$ cat config.mk
export PLATFORM = sky130hd
export DESIGN_NAME = uifc_ctrl
export DESIGN_NICKNAME = d
export VERILOG_FILES = /design/src/hdl/uifc_trigger_table.v /design/src/hdl/uifc_ctrl.v
export VERILOG_INCLUDE_DIRS = /design/src /design/src/hdl
export SDC_FILE = /design/constraint.sdc
export NUM_CORES = 1
export LEC_CHECK = 0
export CORE_ASPECT_RATIO = 0.5
export CORE_MARGIN = 10
export CORE_UTILIZATION = 58
export DETAILED_ROUTE_END_ITERATION = 10
export DONT_BUFFER_PORTS = 1
export HOLD_SLACK_MARGIN = 0.08
export PLACE_DENSITY_LB_ADDON = 0.2
export SKIP_LAST_GASP = 1
export SLEW_MARGIN = 20
export SYNTH_ARGS = -nofsm -noshare
export SYNTH_HDL_FRONTEND = slang
export SYNTH_SLANG_ARGS = --single-unit
$ cat constraint.sdc
create_clock -name sys_clk -period 2.5 [get_ports sys_clk]
set_input_delay 0.5 -clock sys_clk [delete_from_list [all_inputs] [get_ports sys_clk]]
set_output_delay 0.5 -clock sys_clk [all_outputs]
set_load 0.02 [all_outputs]
$ cat src/hdl/uifc_consts.vh
// Register offsets, field positions, reset values and timing counts for the UART interrupt and queue control.
`ifndef UIFC_CONSTS_VH
`define UIFC_CONSTS_VH
`define UIFC_OFF_IEN 8'h00
`define UIFC_OFF_IID 8'h04
`define UIFC_OFF_QCTL 8'h08
`define UIFC_OFF_LFMT 8'h0C
`define UIFC_OFF_EFR 8'h10
`define UIFC_OFF_FCTL 8'h14
`define UIFC_OFF_TRG 8'h18
`define UIFC_OFF_STAT 8'h1C
`define UIFC_BIT_QEN 0
`define UIFC_BIT_RXRST 1
`define UIFC_BIT_TXRST 2
`define UIFC_BIT_DMA 3
`define UIFC_BIT_ENH 4
`define UIFC_BIT_SLEEP 4
`define UIFC_BIT_XOFF 5
`define UIFC_BIT_TRGDIR 7
`define UIFC_IEN_RST 8'h00
`define UIFC_LFMT_RST 8'h00
`define UIFC_CODE_LINE 6'h06
`define UIFC_CODE_TOUT 6'h0C
`define UIFC_CODE_RECEIVE_READY_PIN_N 6'h04
`define UIFC_CODE_TRANSMIT_READY_PIN_N 6'h02
`define UIFC_CODE_MODEM 6'h00
`define UIFC_CODE_XOFF 6'h10
`define UIFC_CODE_NONE 6'h01
`define UIFC_TOUT_CHARS 4
`define UIFC_TOUT_BITS 12
`endif

$ cat src/hdl/uifc_trigger_table.v
// Trigger-level lookup shared by the receive and transmit queues.
`timescale 1ns/1ps
`default_nettype none
module uifc_trigger_table (
  // Selection
  input wire [1:0] tableSel,
  input wire [1:0] rxSel,
  input wire [1:0] txSel,
  input wire [7:0] progRx,
  input wire [7:0] progTx,
  // Levels
  output reg [7:0] rxLevel,
  output reg [7:0] txLevel
);
  always @* begin
    rxLevel = 8'h01;
    txLevel = 8'h01;
    case (tableSel)
      2'b00: begin
        case (rxSel)
          2'b00: rxLevel = 8'h01;
          2'b01: rxLevel = 8'h04;
          2'b10: rxLevel = 8'h08;
          default: rxLevel = 8'h0E;
        endcase
        txLevel = 8'h01;
      end
      2'b01: begin
        case (rxSel)
          2'b00: rxLevel = 8'h08;
          2'b01: rxLevel = 8'h10;
          2'b10: rxLevel = 8'h18;
          default: rxLevel = 8'h1C;
        endcase
        case (txSel)
          2'b00: txLevel = 8'h10;
          2'b01: txLevel = 8'h08;
          2'b10: txLevel = 8'h18;
          default: txLevel = 8'h1E;
        endcase
      end
      2'b10: begin
        case (rxSel)
          2'b00: rxLevel = 8'h08;
          2'b01: rxLevel = 8'h10;
          2'b10: rxLevel = 8'h38;
          default: rxLevel = 8'h3C;
        endcase
        case (txSel)
          2'b00: txLevel = 8'h08;
          2'b01: txLevel = 8'h10;
          2'b10: txLevel = 8'h20;
          default: txLevel = 8'h38;
        endcase
      end
      default: begin
        rxLevel = progRx;
        txLevel = progTx;
      end
    endcase
  end
endmodule // uifc_trigger_table
`default_nettype wire

$ cat src/hdl/uifc_ctrl.v
// Interrupt identification and queue control for one UART channel, with an AXI4-Lite register slave.
//
// Decided for this implementation: the register addresses and the AXI4-Lite interface to the registers.
`timescale 1ns/1ps
`default_nettype none
`include "uifc_consts.vh"
module uifc_ctrl #(
  parameter BIT_CYCLES = 16'd16
) (
  // Clock and reset
  input wire sys_clk,
  input wire rst_n,
  // AXI4-Lite write address and data
  input wire [7:0] s_axi_awaddr,
  input wire s_axi_awvalid,
  output reg s_axi_awready,
  input wire [31:0] s_axi_wdata,
  input wire [3:0] s_axi_wstrb,
  input wire s_axi_wvalid,
  output reg s_axi_wready,
  // AXI4-Lite write response
  output reg [1:0] s_axi_bresp,
  output reg s_axi_bvalid,
  input wire s_axi_bready,
  // AXI4-Lite read
  input wire [7:0] s_axi_araddr,
  input wire s_axi_arvalid,
  output reg s_axi_arready,
  output reg [31:0] s_axi_rdata,
  output reg [1:0] s_axi_rresp,
  output reg s_axi_rvalid,
  input wire s_axi_rready,
  // Serial engine events and levels
  input wire [7:0] rxCount,
  input wire [7:0] txCount,
  input wire rxCharDone,
  input wire txReload,
  input wire [3:0] lineErr,
  input wire [3:0] modemChg,
  input wire stopCharHit,
  input wire startCharHit,
  input wire sleepExit,
  input wire lineStateRead,
  input wire modemStateRead,
  input wire rxHoldRead,
  input wire txHoldWrite,
  // Controls to the serial engine
  output reg rxQueueClr,
  output reg txQueueClr,
  output reg queueEn,
  output reg dmaMode,
  output reg sleepAllow,
  output reg [3:0] charBits,
  output reg [7:0] rxTrigLevel,
  output reg [7:0] txTrigLevel,
  output reg irqPending
);
  // Control registers.
  reg [7:0] ienFf;
  reg [7:0] lfmtFf;
  reg [7:0] efrFf;
  reg [7:0] fctlFf;
  reg [1:0] rxSelFf;
  reg [1:0] txSelFf;
  reg [7:0] progRxFf;
  reg [7:0] progTxFf;
  // Interrupt sources.
  reg lineIrqFf;
  reg toutIrqFf;
  reg txIrqFf;
  reg modemIrqFf;
  reg xoffIrqFf;
  reg wakeFf;
  reg txOverFf;
  reg [15:0] toutCntFf;
  reg [7:0] txCountPrevFf;
  // Bus state.
  reg awHeldFf;
  reg wHeldFf;
  reg [7:0] awAddrFf;
  reg [31:0] wDataFf;
  wire [7:0] rxLvl;
  wire [7:0] txLvl;
  wire enh = efrFf[`UIFC_BIT_ENH];
  wire rxIrq = queueEn ? (rxCount >= rxLvl) : (rxCount != 8'h00);
  // Timeout: 4 chars plus 12 bits, char length = data bits + start + stop.
  wire [15:0] charBitsTot = {12'h000, charBits} + 16'd2;
  wire [31:0] toutProd = (charBitsTot * `UIFC_TOUT_CHARS + `UIFC_TOUT_BITS) * BIT_CYCLES;
  wire [15:0] toutLimit = toutProd[15:0];

  uifc_trigger_table trigTable (
    .tableSel(fctlFf[5:4]),
    .rxSel(rxSelFf),
    .txSel(txSelFf),
    .progRx(progRxFf),
    .progTx(progTxFf),
    .rxLevel(rxLvl),
    .txLevel(txLvl)
  );

  // Priority encoding of the pending source.
  reg [5:0] iidCode;
  always @* begin
    if (lineIrqFf && ienFf[2]) iidCode = `UIFC_CODE_LINE;
    else if (toutIrqFf && ienFf[0]) iidCode = `UIFC_CODE_TOUT;
    else if (rxIrq && ienFf[0]) iidCode = `UIFC_CODE_RECEIVE_READY_PIN_N;
    else if (txIrqFf && ienFf[1]) iidCode = `UIFC_CODE_TRANSMIT_READY_PIN_N;
    else if (modemIrqFf && ienFf[3]) iidCode = `UIFC_CODE_MODEM;
    else if (xoffIrqFf && ienFf[`UIFC_BIT_XOFF]) iidCode = `UIFC_CODE_XOFF;
    else iidCode = `UIFC_CODE_NONE;
  end
  wire [7:0] iidValue = {queueEn, queueEn, iidCode};

  // Bus handshakes.
  wire awTake = s_axi_awvalid && s_axi_awready;
  wire wTake = s_axi_wvalid && s_axi_wready;
  wire haveAw = awHeldFf || awTake;
  wire haveW = wHeldFf || wTake;
  wire [7:0] wAddr = awHeldFf ? awAddrFf : s_axi_awaddr;
  wire [31:0] wData = wHeldFf ? wDataFf : s_axi_wdata;
  wire doWrite = haveAw && haveW && !s_axi_bvalid;
  wire wr0 = doWrite && s_axi_wstrb[0];
  wire arTake = s_axi_arvalid && s_axi_arready;
  wire iidRead = arTake && (s_axi_araddr == `UIFC_OFF_IID);

  always @(posedge sys_clk or negedge rst_n) begin
    if (!rst_n) begin
      s_axi_awready <= 1'b1;
      s_axi_wready <= 1'b1;
      s_axi_bvalid <= 1'b0;
      s_axi_bresp <= 2'b00;
      s_axi_arready <= 1'b1;
      s_axi_rvalid <= 1'b0;
      s_axi_rresp <= 2'b00;
      s_axi_rdata <= 32'h00000000;
      awHeldFf <= 1'b0;
      wHeldFf <= 1'b0;
      awAddrFf <= 8'h00;
      wDataFf <= 32'h00000000;
    end else begin
      if (awTake) awAddrFf <= s_axi_awaddr;
      if (wTake) wDataFf <= s_axi_wdata;
      if (doWrite) begin
        awHeldFf <= 1'b0;
        wHeldFf <= 1'b0;
        s_axi_awready <= 1'b0;
        s_axi_wready <= 1'b0;
        s_axi_bvalid <= 1'b1;
        s_axi_bresp <= (wAddr[1:0] == 2'b00 && wAddr <= `UIFC_OFF_TRG && wAddr != `UIFC_OFF_IID) ? 2'b00 : 2'b10;
      end else begin
        if (awTake) begin
          awHeldFf <= 1'b1;
          s_axi_awready <= 1'b0;
        end
        if (wTake) begin
          wHeldFf <= 1'b1;
          s_axi_wready <= 1'b0;
        end
      end
      if (s_axi_bvalid && s_axi_bready) begin
        s_axi_bvalid <= 1'b0;
        s_axi_awready <= 1'b1;
        s_axi_wready <= 1'b1;
      end
      if (arTake) begin
        s_axi_arready <= 1'b0;
        s_axi_rvalid <= 1'b1;
        s_axi_rresp <= 2'b00;
        case (s_axi_araddr)
          `UIFC_OFF_IEN: s_axi_rdata <= {24'h000000, ienFf};
          `UIFC_OFF_IID: s_axi_rdata <= {24'h000000, iidValue};
          `UIFC_OFF_LFMT: s_axi_rdata <= {24'h000000, lfmtFf};
          `UIFC_OFF_EFR: s_axi_rdata <= {24'h000000, efrFf};
          `UIFC_OFF_FCTL: s_axi_rdata <= {24'h000000, fctlFf};
          `UIFC_OFF_STAT: s_axi_rdata <= {16'h0000, rxCount, txCount};
          `UIFC_OFF_QCTL: s_axi_rdata <= 32'h00000000;
          `UIFC_OFF_TRG: s_axi_rdata <= 32'h00000000;
          default: begin
            s_axi_rdata <= 32'h00000000;
            s_axi_rresp <= 2'b10;
          end
        endcase
      end
      if (s_axi_rvalid && s_axi_rready) begin
        s_axi_rvalid <= 1'b0;
        s_axi_arready <= 1'b1;
      end
    end
  end

  // Register writes and queue control.
  always @(posedge sys_clk or negedge rst_n) begin
    if (!rst_n) begin
      ienFf <= `UIFC_IEN_RST;
      lfmtFf <= `UIFC_LFMT_RST;
      efrFf <= 8'h00;
      fctlFf <= 8'h00;
      rxSelFf <= 2'b00;
      txSelFf <= 2'b00;
      progRxFf <= 8'h01;
      progTxFf <= 8'h01;
      queueEn <= 1'b0;
      dmaMode <= 1'b0;
      rxQueueClr <= 1'b0;
      txQueueClr <= 1'b0;
    end else begin
      rxQueueClr <= 1'b0;
      txQueueClr <= 1'b0;
      if (wr0) begin
        case (wAddr)
          `UIFC_OFF_IEN: begin
            ienFf[3:0] <= wData[3:0];
            if (enh) ienFf[7:4] <= wData[7:4];
          end
          `UIFC_OFF_LFMT: lfmtFf <= wData[7:0];
          `UIFC_OFF_EFR: efrFf <= wData[7:0];
          `UIFC_OFF_FCTL: fctlFf <= wData[7:0];
          `UIFC_OFF_TRG: begin
            if (fctlFf[`UIFC_BIT_TRGDIR]) progTxFf <= wData[7:0];
            else progRxFf <= wData[7:0];
          end
          `UIFC_OFF_QCTL: begin
            queueEn <= wData[`UIFC_BIT_QEN];
            if (wData[`UIFC_BIT_QEN]) begin
              rxQueueClr <= wData[`UIFC_BIT_RXRST];
              txQueueClr <= wData[`UIFC_BIT_TXRST];
              dmaMode <= wData[`UIFC_BIT_DMA];
              rxSelFf <= wData[7:6];
              if (enh) txSelFf <= wData[5:4];
            end
          end
          default: begin
          end
        endcase
      end
    end
  end

  // Interrupt source flags; a set in the same cycle as a clear wins, except the timeout flag, where a data read wins.
  always @(posedge sys_clk or negedge rst_n) begin
    if (!rst_n) begin
      lineIrqFf <= 1'b0;
      toutIrqFf <= 1'b0;
      txIrqFf <= 1'b0;
      modemIrqFf <= 1'b0;
      xoffIrqFf <= 1'b0;
      wakeFf <= 1'b0;
      txOverFf <= 1'b0;
      toutCntFf <= 16'h0000;
      txCountPrevFf <= 8'h00;
    end else begin
      txCountPrevFf <= txCount;
      if (|lineErr) lineIrqFf <= 1'b1;
      else if (lineStateRead) lineIrqFf <= 1'b0;
      if (|modemChg) modemIrqFf <= 1'b1;
      else if (modemStateRead) modemIrqFf <= 1'b0;
      // Timer restarts on each received char or data read; runs only with data waiting.
      if (rxCharDone || rxHoldRead || rxCount == 8'h00) toutCntFf <= 16'h0000;
      else if (toutCntFf < toutLimit) toutCntFf <= toutCntFf + 16'd1;
      if (toutCntFf == toutLimit - 16'd1 && !rxCharDone && !rxHoldRead && rxCount != 8'h00)
        toutIrqFf <= 1'b1;
      else if (rxHoldRead) toutIrqFf <= 1'b0;
      if (txReload) txOverFf <= (txCount > txLvl);
      if ((queueEn && txOverFf && txCount < txLvl && txCountPrevFf >= txLvl) ||
          (txCount == 8'h00 && txCountPrevFf != 8'h00)) txIrqFf <= 1'b1;
      else if (iidRead && iidCode == `UIFC_CODE_TRANSMIT_READY_PIN_N) txIrqFf <= 1'b0;
      else if (txHoldWrite) txIrqFf <= 1'b0;
      if (stopCharHit) xoffIrqFf <= 1'b1;
      else if ((iidRead && iidCode == `UIFC_CODE_XOFF) || startCharHit || rxCharDone) xoffIrqFf <= 1'b0;
      if (sleepExit) wakeFf <= 1'b1;
      else if (iidRead) wakeFf <= 1'b0;
    end
  end

  // Registered outputs to the serial engine.
  always @(posedge sys_clk or negedge rst_n) begin
    if (!rst_n) begin
      sleepAllow <= 1'b0;
      charBits <= 4'h5;
      rxTrigLevel <= 8'h01;
      txTrigLevel <= 8'h01;
      irqPending <= 1'b0;
    end else begin
      sleepAllow <= ienFf[`UIFC_BIT_SLEEP];
      charBits <= 4'h5 + {2'b00, lfmtFf[1:0]};
      rxTrigLevel <= rxLvl;
      txTrigLevel <= txLvl;
      irqPending <= (iidCode != `UIFC_CODE_NONE);
    end
  end
endmodule // uifc_ctrl
`default_nettype wire

==> flow_summary.yaml <==
status:
  status: "finished with violations"
  violations: "hold timing"
die:
  coreArea_sq_mm: 0.0127
  die_width_um: 182
  rows: 29
  die_h_um: 101
  die-area_sq_mm: 0.0184
  io_pins: 159
  initial_utilization_pct: 59.7
logic_synthesis:
  synthArstFlopShare_pct: 100
  synth_mux_area_share_pct: 5.71
  synth-edff-count: 0
  synth-xor-area-share_pct: 2.87
  synth-simple-area-share_pct: 16.1
  synth_ff_type: "dfrtp_1"
  synth_top_family_by_area: "simple AND/OR/NAND/NOR gates"
  synth-seq-cells: 149
  yosysUniqueCellTypes: 60
  synth_top_area_cell: "dfrtp_1"
  yosysMostFrequentCell: "dfrtp_1"
  synthTopCellsByArea: "dfrtp_1 (46%), ha_1 (6.9%), a21oi_1 (3.6%), nor2_1 (3.4%), nand2_1 (3.2%)"
  syn_area_sq_mm: 0.00760
  synth_top_area_share_pct: 46.1
  yosysWarnings: 0
  syn_area_per_cell_sq_um: 10.1
  synth_compound_area_share_pct: 13.7
  ys_seq_area_share_pct: 49.2
  synth.cells.most_frequent: "dfrtp_1 (140), nor2_1 (69), nand2_1 (65), a21oi_1 (55), ha_1 (42)"
  synth_adder_area_share_pct: 7.05
  synth_cells: 752
timing:
  slew_headroom_pct: 40.8
  timing.fmax_mhz: 403
  whs_ns: -0.230
  fin_skew_ns: 0.00867
  rsz0062_at_grt: "true"
  hold_viol_final: 144
  setup-violations-final: 0
  setup_slack_ns: 0.0160
  tns_ns: 0
  finalCritPeriodShare_pct: 99.4
  layout_min_cycle_time_ns: 2.48
  worstMarginPinSlew_ns: 0.863
  finalMaxSlewViolations: 0
drt:
  ant_nets: 0
  wl_per_cell_um: 20.2
  wl_um: 19900
  wl_met3_um: 1960
  routed_via_density: 5.92
  remaining_drc_errors: 0
  drt_iter0_markers: 447
  top_layer: "met4"
  wl_met2_um: 9310
  vias: 5833
  wl_met1_um: 8450
  drtPass1Iterations: 5
min_path:
  hold_path.class: "primary input to async pin"
clock_network:
  ctsHtreeMaxLevel: 4
  cts-root-buf: "clkbuf_16"
  clkLatencyLatePin_ns: 0.42
  tritoncts: "yes"
  max-clock-path-buffers: 2
  path_clk_slew_ns: 0.07
  cts_buffers: 17
  cts.sinks: 149
power_and_ir_drop:
  p_int_w: 0.00391
  seq_power_share_pct: 47.9
  clkPwrFrac_pct: 48.3
  powerDensity_mw_per_mm2: 574
  switchingPower_w: 0.00127
  combPwrFrac_pct: 3.8
  leakagePower_nw: 4.18
  vdd_ir_drop_max_v: 0.000443
  swShare_pct: 24.6
critical_path:
  r2r_start: "charBits[2]"
  cp-start-kind: "flip-flop"
  end_kind: "flip-flop"
  criticalPathCategory: "flip-flop to flip-flop"
  critPathMaxFanout: 5
  cp.arrival_ns: 2.77
  crit_path_start: "charBits[2]"
  critPathRequiredTime_ns: 2.79
placement:
  gp_congestion: 0.913
  dpl.hpwl_um: 14000
  pre_cts_ws_ns: -0.282
  port_buffers: 0
run:
  drv_cap: 0
final_layout:
  final_layout_size_suffix_gt1_share_pct: 23.9
  multi_input_area_sq_mm: 0.00388
  largest_registers: "s_axi_rdata (16), toutCntFf (16)"
  antenna-diode-count: 0
  syn2layout_area_growth_pct: 18.9
  seq_area_sq_mm: 0.00374
  fillers: 908
  final_nets: 936
global_route:
  grt_max_degree: 150
  grt_pass1_vias: 5775
  grt_pass1_wl_um: 31100
  overflow: 0
  antenna_found_initial: 0
  grt_use_total_pct: 21.2
[routing by layer]
| layer | vias up | GRT usage, % |
|---|---|---|
| li1 | 2717 | - |
| met1 | 2844 | 27.6 |
| met2 | 248 | 33.2 |
| met3 | 24 | 7.24 |
| met4 | 0 | 5.78 |
| met5 | - | 0 |
[final timing paths]
path	endpoint	slack, ns	cells past startpoint
max in group asynchronous	s_axi_wready	2.37	0
min in group sys_clk	txCountPrevFf[2]	0.10	0
max reg2reg	toutCntFf[7]	0.02	11
min reg2reg	sleepAllow	0.42	0
min	toutCntFf[13]	-0.23	0
max	toutCntFf[7]	0.02	11
[kinds of logic (layout without fill, tap and decap cells)]
logic type / after synthesis / count (layout)
XOR/XNOR: 24 / 24
flip-flops: 149 / 149
AO/OA/AOI/OAI: 169 / 169
other: 1 / 18
buffers and inverters: 83 / 129
adder cells (fa/ha/maj): 43 / 43
multiplexers: 41 / 41
AND/OR/NAND/NOR: 242 / 242
[through the flow]
step                cells  hold WS [ns]  total power, W  utilization [%]  cell area (sq um)
floorplan             769         0.204         0.00268                -               7780
global placement      940         0.209         0.00270             63.2               8050
detailed placement    940         0.210         0.00270             63.2               8050
CTS                   975        -0.234         0.00519             68.4               8720
global route          985        -0.247         0.00532             70.9               9030
finish                985        -0.230         0.00519             70.9               9030
[area by class of cell]
type,count,area share (%)
clock buffers,17,4.71
multi-input cells,537,43.0
repair buffers,58,5.24
well taps,170,2.35
inverters,39,1.66
clock inverters,15,1.61
flip-flops and latches,149,41.4
[worst max-delay path, cell delays in order (launching register included)]
cell,delay (ns)
dfstp_2,0.60
ha_4,0.24
nor2_4,0.11
mux2i_1,0.20
o32a_1,0.23
ha_4,0.22
o21ai_2,0.15
a21oi_2,0.07
buf_6,0.15
nor3_4,0.18
xnor2_1,0.13
nor2_1,0.06
[cells in the final DEF (no fill, tap or decap), drive strengths merged, types with 11 or more instances in the layout]
| master | netlist | layout |
|---|---|---|
| xnor2 | 20 | 20 |
| nor3 | 11 | 11 |
| nand2 | 65 | 65 |
| o21ai | 46 | 46 |
| inv | 39 | 46 |
| clkbuf | 14 | 17 |
| buf | 30 | 58 |
| nor4 | 15 | 15 |
| conb | 1 | 18 |
| ha | 42 | 42 |
| a21oi | 57 | 57 |
| nor2 | 73 | 73 |
| a22o | 13 | 13 |
| mux2i | 22 | 22 |
| nand3 | 19 | 19 |
| dfrtp | 140 | 140 |
| nand2b | 15 | 15 |
| mux2 | 19 | 19 |
[power by group through the flow]
stage	registers (W)	clock network, W	logic [W]
after detailed placement	0.00253	0	0.000176
after floorplan	0.00252	0	0.000162
final	0.00249	0.00250	0.000195
after global routing	0.00249	0.00262	0.000214
after CTS	0.00248	0.00252	0.000179
after global placement	0.00253	0	0.000169
[repair_timing]
item | in CTS | in global routing
endpoints found under the hold margin | 149 | 149
resized for setup | 26 | 58
setup buffers | 2 | 11
pin swaps | 7 | 47
gates cloned | 1 | 0
endpoints found under the setup margin | 19 | 22
(Power assumes the default switching activity.)
